--- config.mk ---
export PLATFORM = sky130hd
export DESIGN_NAME = three_port_packet_switch_core
export DESIGN_NICKNAME = d
export VERILOG_FILES = /design/src/core/switch_pkg.sv /design/src/core/three_port_packet_switch_core.sv
export VERILOG_INCLUDE_DIRS = /design/src /design/src/core
export SDC_FILE = /design/constraint.sdc
export NUM_CORES = 2
export LEC_CHECK = 0
export ABC_AREA = 1
export BUFFER_PORTS_ARGS = -buffer_cell sky130_fd_sc_hd__buf_2
export CORE_ASPECT_RATIO = 2
export CORE_MARGIN = 2
export CORE_UTILIZATION = 30
export DETAILED_ROUTE_END_ITERATION = 10
export GPL_TIMING_DRIVEN = 0
export PLACE_DENSITY_LB_ADDON = 0.05
export SYNTH_ARGS = -nofsm -noshare
export SYNTH_HDL_FRONTEND = slang
export SYNTH_SLANG_ARGS = --single-unit
--- constraint.sdc ---
create_clock -name clock -period 8.4 [get_ports clock]
set_input_delay 1.68 -clock clock [delete_from_list [all_inputs] [get_ports clock]]
set_output_delay 1.68 -clock clock [all_outputs]
set_load 0.05 [all_outputs]
--- src/core/switch_defs.svh ---
`ifndef SWITCH_DEFS_SVH
`define SWITCH_DEFS_SVH
`define NP 3
`define NQ 6
`define DW 32
`define WW 34
`define W_SOP 33
`define W_EOP 32
`define HDR_TC 29:27
`define HDR_BYID 26
`define HDR_XLAT 25
`define HDR_TGT 15:0
`define ID_BUS 15:8
`define TC_ZERO 3'h0
`define DEST_UP 2'h0
`define DEST_DROP 2'h3
`define QDEPTH 2'h2
`define LANES 4
`define CLK_NS 50
`define WIN_NS 1000
`define WIN_CYC ((`WIN_NS + `CLK_NS - 1) / `CLK_NS)
`define WIN_W 5
`define VC1_BUDGET 4'h8
`define IDLE_NS 2000
`define IDLE_CYC ((`IDLE_NS + `CLK_NS - 1) / `CLK_NS)
`define IDLE_W 6
`define REFCLK_DEF 5'h1f
`define REFCLK_RST 7'h1f
`endif

--- src/core/switch_pkg.sv ---
package switch_pkg;
   typedef enum logic [2:0] {
      LK_L0 = 3'h0,
      LK_L0S = 3'h1,
      LK_L1 = 3'h2,
      LK_L23R = 3'h3,
      LK_L23 = 3'h4
   } link_e;
   typedef enum logic [2:0] {
      D_D0 = 3'h0,
      D_D1 = 3'h1,
      D_D2 = 3'h2,
      D_D3HOT = 3'h3,
      D_D3COLD = 3'h4
   } dstate_e;
   typedef logic [33:0] word_t;
endpackage : switch_pkg

--- src/core/three_port_packet_switch_core.sv ---
`timescale 1ns/1ns
`include "switch_defs.svh"
module three_port_packet_switch_core (
   input wire logic clock,
   input wire logic srst,
   input wire logic system_reset_n,
   input wire logic [2:0] rx_valid,
   input wire logic [2:0][31:0] rx_data,
   input wire logic [2:0] rx_sop,
   input wire logic [2:0] rx_eop,
   output logic [2:0] rx_ready,
   output logic [2:0][2:0] rx_credit_vc0,
   output logic [2:0][2:0] rx_credit_vc1,
   output logic [2:0] tx_valid,
   output logic [2:0][31:0] tx_data,
   output logic [2:0] tx_sop,
   output logic [2:0] tx_eop,
   input wire logic [2:0] tx_ready,
   input wire logic vc1_enable,
   input wire logic peer_access_control,
   input wire logic address_translation_service,
   input wire logic [2:1][7:0] sec_bus,
   input wire logic [2:1][7:0] sub_bus,
   input wire logic [2:1][15:0] mem_base,
   input wire logic [2:1][15:0] mem_limit,
   input wire logic [11:0] lane_rx_active,
   input wire switch_pkg::dstate_e device_state,
   input wire logic [2:0] pme_turn_off,
   input wire logic [2:1] downstream_reset_ctl,
   output logic [2:1] downstream_port_reset_n,
   input wire logic clock_buffer_powerdown,
   input wire logic [7:6] eeprom_refclk_en,
   output logic [7:1] ref_clock_out_enable,
   output switch_pkg::link_e [2:0] link_state,
   output logic buffers_idle
);
   import switch_pkg::*;

   logic rst;
   logic [2:0] link_up;
   logic [2:0] rx_fire;
   logic [2:0] rx_vc;
   logic [2:0] xfer;
   word_t rx_word [`NP];
   word_t head [`NQ];
   word_t wdat [`NQ];
   word_t mem_q [`NQ][2];
   logic [`NQ-1:0] wr;
   logic [`NQ-1:0] rd;
   logic [`NQ-1:0] pop;
   logic [`NQ-1:0] drop;
   logic [`NQ-1:0] qok;
   logic [1:0] hdest [`NQ];
   logic [1:0] dest_q [`NQ];
   logic [1:0] cnt_q [`NQ];
   logic [1:0] cnt_d [`NQ];
   logic [`NQ-1:0] wp_q;
   logic [`NQ-1:0] rp_q;
   logic [2:0] cur_vc_q;
   logic [`NQ-1:0] req [`NP];
   logic [3:0] pk [`NP];
   logic [2:0] mv;
   word_t inw [`NP];
   logic [2:0] lock_q;
   logic [2:0] owner_q [`NP];
   logic [1:0] rr_q [`NP];
   logic [3:0] budget_q [`NP];
   logic [`WIN_W-1:0] win_q;
   logic win_end;
   logic [2:0] out_v_q;
   logic [2:0] sk_v_q;
   word_t out_w_q [`NP];
   word_t sk_w_q [`NP];
   logic [`IDLE_W-1:0] idle_q [`NP];
   link_e link_q [`NP];
   logic [2:0] rdy_q;
   logic [2:0][2:0] cr0_q;
   logic [2:0][2:0] cr1_q;
   logic [2:1] dn_rst_n_q;
   logic [7:1] refclk_q;
   logic idle_all_q;

   // Steering of one header word from a given ingress port
   function automatic logic [1:0] route(input logic [1:0] src, input logic [31:0] h,
                                        input logic peer_on, input logic xlat_on);
      logic [1:0] d;
      logic [2:1] hit;
      d = `DEST_UP;
      for (int p = 1; p < `NP; p++) begin
         hit[p] = h[`HDR_BYID] ?
            (h[`ID_BUS] >= sec_bus[p] && h[`ID_BUS] <= sub_bus[p]) :
            (h[`HDR_TGT] >= mem_base[p] && h[`HDR_TGT] <= mem_limit[p]);
      end
      if (hit[1]) begin
         d = 2'h1;
      end else if (hit[2]) begin
         d = 2'h2;
      end
      if (src != `DEST_UP && d != `DEST_UP && peer_on &&
          !(xlat_on && h[`HDR_XLAT])) begin
         d = `DEST_UP;
      end
      if (d == src) begin
         d = `DEST_DROP;
      end
      return d;
   endfunction : route

   // Round robin over ports, second channel first when allowed
   function automatic logic [3:0] pick(input logic [`NQ-1:0] r, input logic hi,
                                       input logic [1:0] rr);
      logic [3:0] res;
      int p;
      res = 4'h0;
      for (int v = 0; v < 2; v++) begin
         for (int k = `NP - 1; k >= 0; k--) begin
            p = (int'(rr) + k) % `NP;
            if (r[p*2+v] && (v == 0 || hi)) begin
               res = {1'b1, 3'(p*2+v)};
            end
         end
      end
      return res;
   endfunction : pick

   function automatic link_e next_link(input link_e s, input logic act, input logic idle,
                                       input logic turn_off, input dstate_e ds);
      link_e n;
      n = s;
      unique case (s)
         LK_L23: n = LK_L23;
         LK_L23R: n = (ds == D_D3COLD) ? LK_L23 : LK_L23R;
         LK_L0, LK_L0S, LK_L1: begin
            if (turn_off) begin
               n = LK_L23R;
            end else if (ds != D_D0) begin
               n = LK_L1;
            end else if (act) begin
               n = LK_L0;
            end else if (idle) begin
               n = LK_L0S;
            end
         end
         default: n = LK_L0;
      endcase
      return n;
   endfunction : next_link

   assign rst = srst | ~system_reset_n;
   assign rx_fire = rx_valid & rdy_q;
   assign win_end = win_q == `WIN_W'(`WIN_CYC - 1);

   genvar g;
   for (g = 0; g < `NP; g++) begin : gp
      assign link_up[g] = |lane_rx_active[g*`LANES +: `LANES];
      assign rx_word[g] = {rx_sop[g], rx_eop[g], rx_data[g]};
      assign rx_vc[g] = rx_sop[g] ? (vc1_enable & (rx_data[g][`HDR_TC] != `TC_ZERO)) :
                        cur_vc_q[g];
      assign xfer[g] = ~vc1_enable & (cnt_q[g*2+1] != 2'h0) & (cnt_q[g*2] != `QDEPTH);
      assign pk[g] = pick(req[g], budget_q[g] != 4'h0 || lock_q[g], rr_q[g]);
      assign mv[g] = pk[g][3] & ~sk_v_q[g] & link_up[g];
      assign inw[g] = head[pk[g][2:0]];
   end

   for (g = 0; g < `NQ; g++) begin : gq
      localparam int P = g / 2;
      assign head[g] = mem_q[g][rp_q[g]];
      assign qok[g] = (g % 2 == 0) | vc1_enable;
      assign hdest[g] = head[g][`W_SOP] ?
         route(2'(P), head[g][`DW-1:0], peer_access_control, address_translation_service) :
         dest_q[g];
      assign drop[g] = qok[g] & (cnt_q[g] != 2'h0) & (hdest[g] == `DEST_DROP);
      assign cnt_d[g] = cnt_q[g] + {1'b0, wr[g]} - {1'b0, rd[g]};
      if (g % 2 == 1) begin : gv1
         assign wr[g] = rx_fire[P] & (~vc1_enable | rx_vc[P]);
         assign wdat[g] = rx_word[P];
         assign rd[g] = pop[g] | xfer[P];
      end else begin : gv0
         assign wr[g] = vc1_enable ? rx_fire[P] & ~rx_vc[P] : xfer[P];
         assign wdat[g] = vc1_enable ? rx_word[P] : head[g+1];
         assign rd[g] = pop[g];
      end
      for (genvar e = 0; e < `NP; e++) begin : ge
         assign req[e][g] = qok[g] & (cnt_q[g] != 2'h0) & (hdest[g] == 2'(e)) &
            (lock_q[e] ? owner_q[e] == 3'(g) : head[g][`W_SOP]);
      end
   end

   always_comb begin
      pop = drop;
      for (int e = 0; e < `NP; e++) begin
         if (mv[e]) begin
            pop[pk[e][2:0]] = 1'b1;
         end
      end
   end

   // Ingress queue storage, one pair per port
   always_ff @(posedge clock) begin
      for (int i = 0; i < `NQ; i++) begin
         if (wr[i]) begin
            mem_q[i][wp_q[i]] <= wdat[i];
         end
      end
   end

   always_ff @(posedge clock) begin
      for (int i = 0; i < `NQ; i++) begin
         if (rst) begin
            wp_q[i] <= 1'b0;
            rp_q[i] <= 1'b0;
            cnt_q[i] <= 2'h0;
            dest_q[i] <= `DEST_UP;
         end else begin
            wp_q[i] <= wp_q[i] ^ wr[i];
            rp_q[i] <= rp_q[i] ^ rd[i];
            cnt_q[i] <= cnt_d[i];
            if (rd[i] && head[i][`W_SOP]) begin
               dest_q[i] <= hdest[i];
            end
         end
      end
   end

   // Ready and credits from this port's queues alone
   always_ff @(posedge clock) begin
      for (int p = 0; p < `NP; p++) begin
         if (rst) begin
            cur_vc_q[p] <= 1'b0;
            rdy_q[p] <= 1'b0;
            cr0_q[p] <= 3'h0;
            cr1_q[p] <= 3'h0;
         end else begin
            if (rx_fire[p] && rx_sop[p]) begin
               cur_vc_q[p] <= rx_vc[p];
            end
            rdy_q[p] <= (cnt_d[p*2] != `QDEPTH) && (cnt_d[p*2+1] != `QDEPTH);
            cr0_q[p] <= 3'(`QDEPTH - cnt_d[p*2]) +
                        (vc1_enable ? 3'h0 : 3'(`QDEPTH - cnt_d[p*2+1]));
            cr1_q[p] <= vc1_enable ? 3'(`QDEPTH - cnt_d[p*2+1]) : 3'h0;
         end
      end
   end

   // Egress lock, round robin and channel budget
   always_ff @(posedge clock) begin
      if (rst || win_end) begin
         win_q <= `WIN_W'(0);
      end else begin
         win_q <= win_q + `WIN_W'(1);
      end
   end

   always_ff @(posedge clock) begin
      for (int e = 0; e < `NP; e++) begin
         if (rst) begin
            lock_q[e] <= 1'b0;
            owner_q[e] <= 3'h0;
            rr_q[e] <= 2'h0;
            budget_q[e] <= `VC1_BUDGET;
         end else begin
            if (mv[e]) begin
               lock_q[e] <= ~inw[e][`W_EOP];
               owner_q[e] <= pk[e][2:0];
               if (!lock_q[e]) begin
                  rr_q[e] <= (pk[e][2:1] == 2'h2) ? 2'h0 : pk[e][2:1] + 2'h1;
               end
            end
            if (win_end) begin
               budget_q[e] <= `VC1_BUDGET;
            end else if (mv[e] && pk[e][0] && budget_q[e] != 4'h0) begin
               budget_q[e] <= budget_q[e] - 4'h1;
            end
         end
      end
   end

   // Two-entry egress buffer holding each word until taken
   always_ff @(posedge clock) begin
      for (int e = 0; e < `NP; e++) begin
         if (rst) begin
            out_v_q[e] <= 1'b0;
            sk_v_q[e] <= 1'b0;
            out_w_q[e] <= '0;
            sk_w_q[e] <= '0;
         end else if (!out_v_q[e] || tx_ready[e]) begin
            out_v_q[e] <= sk_v_q[e] | mv[e];
            out_w_q[e] <= sk_v_q[e] ? sk_w_q[e] : inw[e];
            sk_v_q[e] <= 1'b0;
         end else if (mv[e]) begin
            sk_v_q[e] <= 1'b1;
            sk_w_q[e] <= inw[e];
         end
      end
   end

   always_ff @(posedge clock) begin
      for (int p = 0; p < `NP; p++) begin
         if (rst) begin
            idle_q[p] <= `IDLE_W'(0);
            link_q[p] <= LK_L0;
         end else begin
            if (rx_valid[p] || out_v_q[p]) begin
               idle_q[p] <= `IDLE_W'(0);
            end else if (idle_q[p] != `IDLE_W'(`IDLE_CYC)) begin
               idle_q[p] <= idle_q[p] + `IDLE_W'(1);
            end
            link_q[p] <= next_link(link_q[p], rx_valid[p] | out_v_q[p],
                                   idle_q[p] == `IDLE_W'(`IDLE_CYC), pme_turn_off[p],
                                   device_state);
         end
      end
   end

   always_ff @(posedge clock) begin
      if (rst) begin
         dn_rst_n_q <= 2'h0;
         refclk_q <= `REFCLK_RST;
         idle_all_q <= 1'b0;
      end else begin
         dn_rst_n_q <= ~downstream_reset_ctl;
         refclk_q <= clock_buffer_powerdown ? 7'h00 :
                     {eeprom_refclk_en, `REFCLK_DEF};
         idle_all_q <= (rd == 6'h00) && (wr == 6'h00) && (out_v_q == 3'h0);
      end
   end

   always_comb begin
      for (int p = 0; p < `NP; p++) begin
         tx_data[p] = out_w_q[p][`DW-1:0];
         tx_sop[p] = out_w_q[p][`W_SOP];
         tx_eop[p] = out_w_q[p][`W_EOP];
         link_state[p] = link_q[p];
      end
   end

   assign tx_valid = out_v_q;
   assign rx_ready = rdy_q;
   assign rx_credit_vc0 = cr0_q;
   assign rx_credit_vc1 = cr1_q;
   assign downstream_port_reset_n = dn_rst_n_q;
   assign ref_clock_out_enable = refclk_q;
   assign buffers_idle = idle_all_q;

endmodule : three_port_packet_switch_core

==> implementation parameters <==
Parameter                              Value

STA
  Min Clock Period, post-route    slightly above 8 ns
  Slew at the pin closest to its max-slew limit    1.585 ns
  Hold slack final    0.4456 ns
  # setup viols final    0
  Post-route clock period utilization    0.9643
  Setup WS post-layout    0.2997 ns
  Post-Route Skew    0.03195 ns
  Worst slew slack as a fraction of its limit    -0.06808
  Peak Freq    around 120 MHz
  Slew Viols, Final    11
  Final hold vios    0

Place
  Placer congestion estimate    around 0.96
  Standard cell area after detailed placement    ~58000 µm²
  Port Buf Inserts    ~380
  HPWL Detailed    approximately 230 mm
  Worst Setup Slack post-DPL    -2.446 ns

Clock network
  Number of clock sinks    746
  CTS tree    built
  Total clock buffers created by CTS    between 70 and 80
  Max clock buf depth    3
  Clock edge transition at the registers on the reported setup and hold paths    around 0.070 ns
  Root Buffer    clkbuf_16
  Insertion delay to the later sink of the worst-skew pair    ~0.72 ns
  Maximum level of the CTS H-tree    3

Global route
  Remaining Overflow, GRT    0
  Via count of the first global-routing pass    48220
  Pin count of the biggest net entering global routing    37
  Total routing resource utilization after global routing    0.3094
  Wire length of the first global-routing pass    380.3 mm
  Antenna violations before repair    17

Logic synthesis
  Number of flops mapped to enable cells by yosys    between 600 and 700
  Share of the synthesized area in the top cell type    0.3803
  Cell accounting for the most synthesized area    edfxtp_1
  Synthesized area per cell    8.271 µm²
  Netlist area before placement    about 53000 µm²
  Most instantiated cells after synthesis    1444 x nand2_1, 691 x inv_1, 669 x edfxtp_1
  Yosys warning total    0
  Sequential fraction of the synthesis area    0.4095
  Share of flip-flops with an asynchronous set or reset after synthesis    0
  Main area contributors after synthesis    edfxtp_1 38%, ha_1 15%, nand2_1 10%, o21ai_0 5.4%, inv_1 4.9%
  Flip-flop and latch count after synthesis    746
  Number of cells produced by synthesis    6386
  Most repeated cell in the gate-level netlist after synthesis    nand2_1
  Synthesized net count    a little over 7000
  Distinct cells, synth    61
  Most instantiated flip-flop cell in the synthesis netlist    edfxtp_1

Worst setup path
  Family of cells with the greatest summed delay on the critical path    simple AND/OR/NAND/NOR gates
  Most numerous cell on the critical path    nand2_1
  Highest net fanout along the worst path    11
  Arr. time, crit path    a little under 9 ns
  Worst Setup Path Type    reg -> reg
  Sort of element at the end of the critical path    flop
  Required time worst endpoint    9.04 ns
  Worst Setup Start Kind    flop
  Cell at the slowest stage of the critical path    nor3_2
  Delay of the slowest critical-path stage    about 0.60 ns
  Buffer and inverter count on the worst path    9

Die
  Die Y-Extent    around 600 µm
  Starting density of the core    0.3021
  Total die area    179600 µm²
  Die X-Extent    around 300 µm
  Core region area    174900 µm²
  Total I/O pin count    ~380
  Number of cell rows    217

Power and ir drop
  Share of power burned in registers    0.170
  Power density over the cells    between 400 and 500 nW/µm²
  Switching share of power    0.5858
  Internal power of the cells    about 12 mW
  Maximum ir drop on the vdd rail    between 0.0002 and 0.00025 V
  Power share of the clock group    0.119
  Total power consumption of the routed design    29.66 mW
  Net switching power    around 17 mW
  Static leakage    28.87 nW
  Comb power frac    0.711

Status
  Result of the run    finished, violations left
  Violations in the final reports    capacitance limit, slew limit

Worst hold path
  Kind of path behind the tightest hold check    reg -> reg

Finish
  Area of the multi-input gates    between 20000 and 30000 µm²
  Share of post-route cells with drive strength above 1    0.1809
  Sequential cell area    between 20000 and 25000 µm²
  Area delta synth->final    19.31%
  Layout net count    between 7000 and 8000
  Core occupancy in the finished layout    0.3604
  Filler cell count in the final layout    between 15000 and 20000
  Post-route cell area    around 63000 µm²

Job
  Number of maximum-capacitance violations    4

Route
  Routed wire length per instance    between 30 and 40 µm
  Aggregate routed wire length    ~280 mm
  TritonRoute pass-1 iters    8
  Via density    roughly 5.2
  Detailed router's first-iteration violation count    ~3600
  Via count    a little under 50000
  Number of DRC violations after detailed routing    0
  Antenna violation net count after detailed routing    0
==> worst reg2reg max path, delay by kind of cell (launching register included) <==
kind,cells,cell delay [ns]
AOI/OAI and AO/OA,3,0.82
xor gates and xnor gates,3,0.57
adders and majority gates,7,1.85
buffers and inverters,9,1.37
DFF,1,0.31
and+or+nand+nor,21,3.09
==> final timing paths <==
path,from,endpoint,slack (ns),cells after the start
setup / recovery,rp_q[0],rx_credit_vc0[2],0.30,43
hold / removal,win_q[0],win_q[0],0.45,1
setup reg to reg,rp_q[0],rx_credit_vc0[2],0.30,43
hold reg to reg,win_q[0],win_q[0],0.45,1
==> cell type report <==
cell class | instances | area share
plain buffers | 241 | 0.02144
clock inverters | 47 | 0.009173
repair buffers | 568 | 0.06199
clock buffers | 87 | 0.02996
multi-input cells | 4658 | 0.4416
diodes | 11 | 0.0004368
flip-flops and latches | 746 | 0.3433
well taps | 2299 | 0.04565
inverters | 741 | 0.04644
==> cell families after synthesis <==
logic type	synth area share
fa+ha+maj	0.1523
simple gates	0.2326
buf+inv	0.07765
xor+xnor	0.004145
compound gates	0.1139
flops	0.4095
mux	0.009925
==> power groups by stage <==
stage | Clock, mW | Combinational, mW | Sequential, mW
after floorplan | 0 | 10.3 | 5.85
after global placement | 0 | 19.3 | 5.11
after detailed placement | 0 | 19.7 | 5.09
after CTS | 3.59 | 20.5 | 5.03
after global routing | 3.69 | 22.3 | 5.08
final | 3.53 | 21.1 | 5.03
==> stage by stage <==
step	cells	TNS, ns
3_3_place_gp	9062	-529.35
6_report	9398	0
4_1_cts	9360	0
5_1_grt	9389	-0.05130
2_1_floorplan	6386	0
3_5_place_dp	9113	-33.61
==> placed cells by master (no fill, tap or decap), drive strengths merged, types with 8 or more instances in the layout <==
master	n
xor2	11
o21bai	13
buf	696
clkinv	35
o21ai	637
inv	705
mux2i	52
nor4	14
nand2	1472
or2	128
nor2	504
clkinvlp	41
clkbuf	199
o21a	19
edfxtp	669
xnor2	14
a21oi	420
nor3	45
nand3	512
nand4	105
a31oi	12
ha	643
nand3b	8
dfxtp	77
diode	11
==> registers in the layout, summed over array words and instances, names as in the netlist <==
name                     flops
cur_vc_q                     3
rp_q                         6
rx_ready                     3
rx_credit_vc1                9
buffers_idle                 1
mem_q                      408
lock_q                       3
dest_q                      12
sk_w_q                     102
link_q                       9
rr_q                         6
win_q                        5
owner_q                      9
tx_valid                     3
ref_clock_out_enable         3
sk_v_q                       3
budget_q                    12
wp_q                         6
out_w_q                    102
idle_q                      18
downstream_port_reset_n      2
cnt_q                       12
rx_credit_vc0                9
==> layer usage <==
metal | routed length [µm] | global-route usage
met5 | 44 | 0
met4 | 34420 | 0.3095
met3 | 11010 | 0.03483
met2 | 144000 | 0.5576
met1 | 94840 | 0.2983
==> repair_timing <==
action	4_1_cts	5_1_grt
pin swaps	5	18
setup endpoints to repair	45	6
hold buffers	0	0
gates resized for setup	173	107
buffers inserted	113	23
Power figures use the tool's default switching activity.
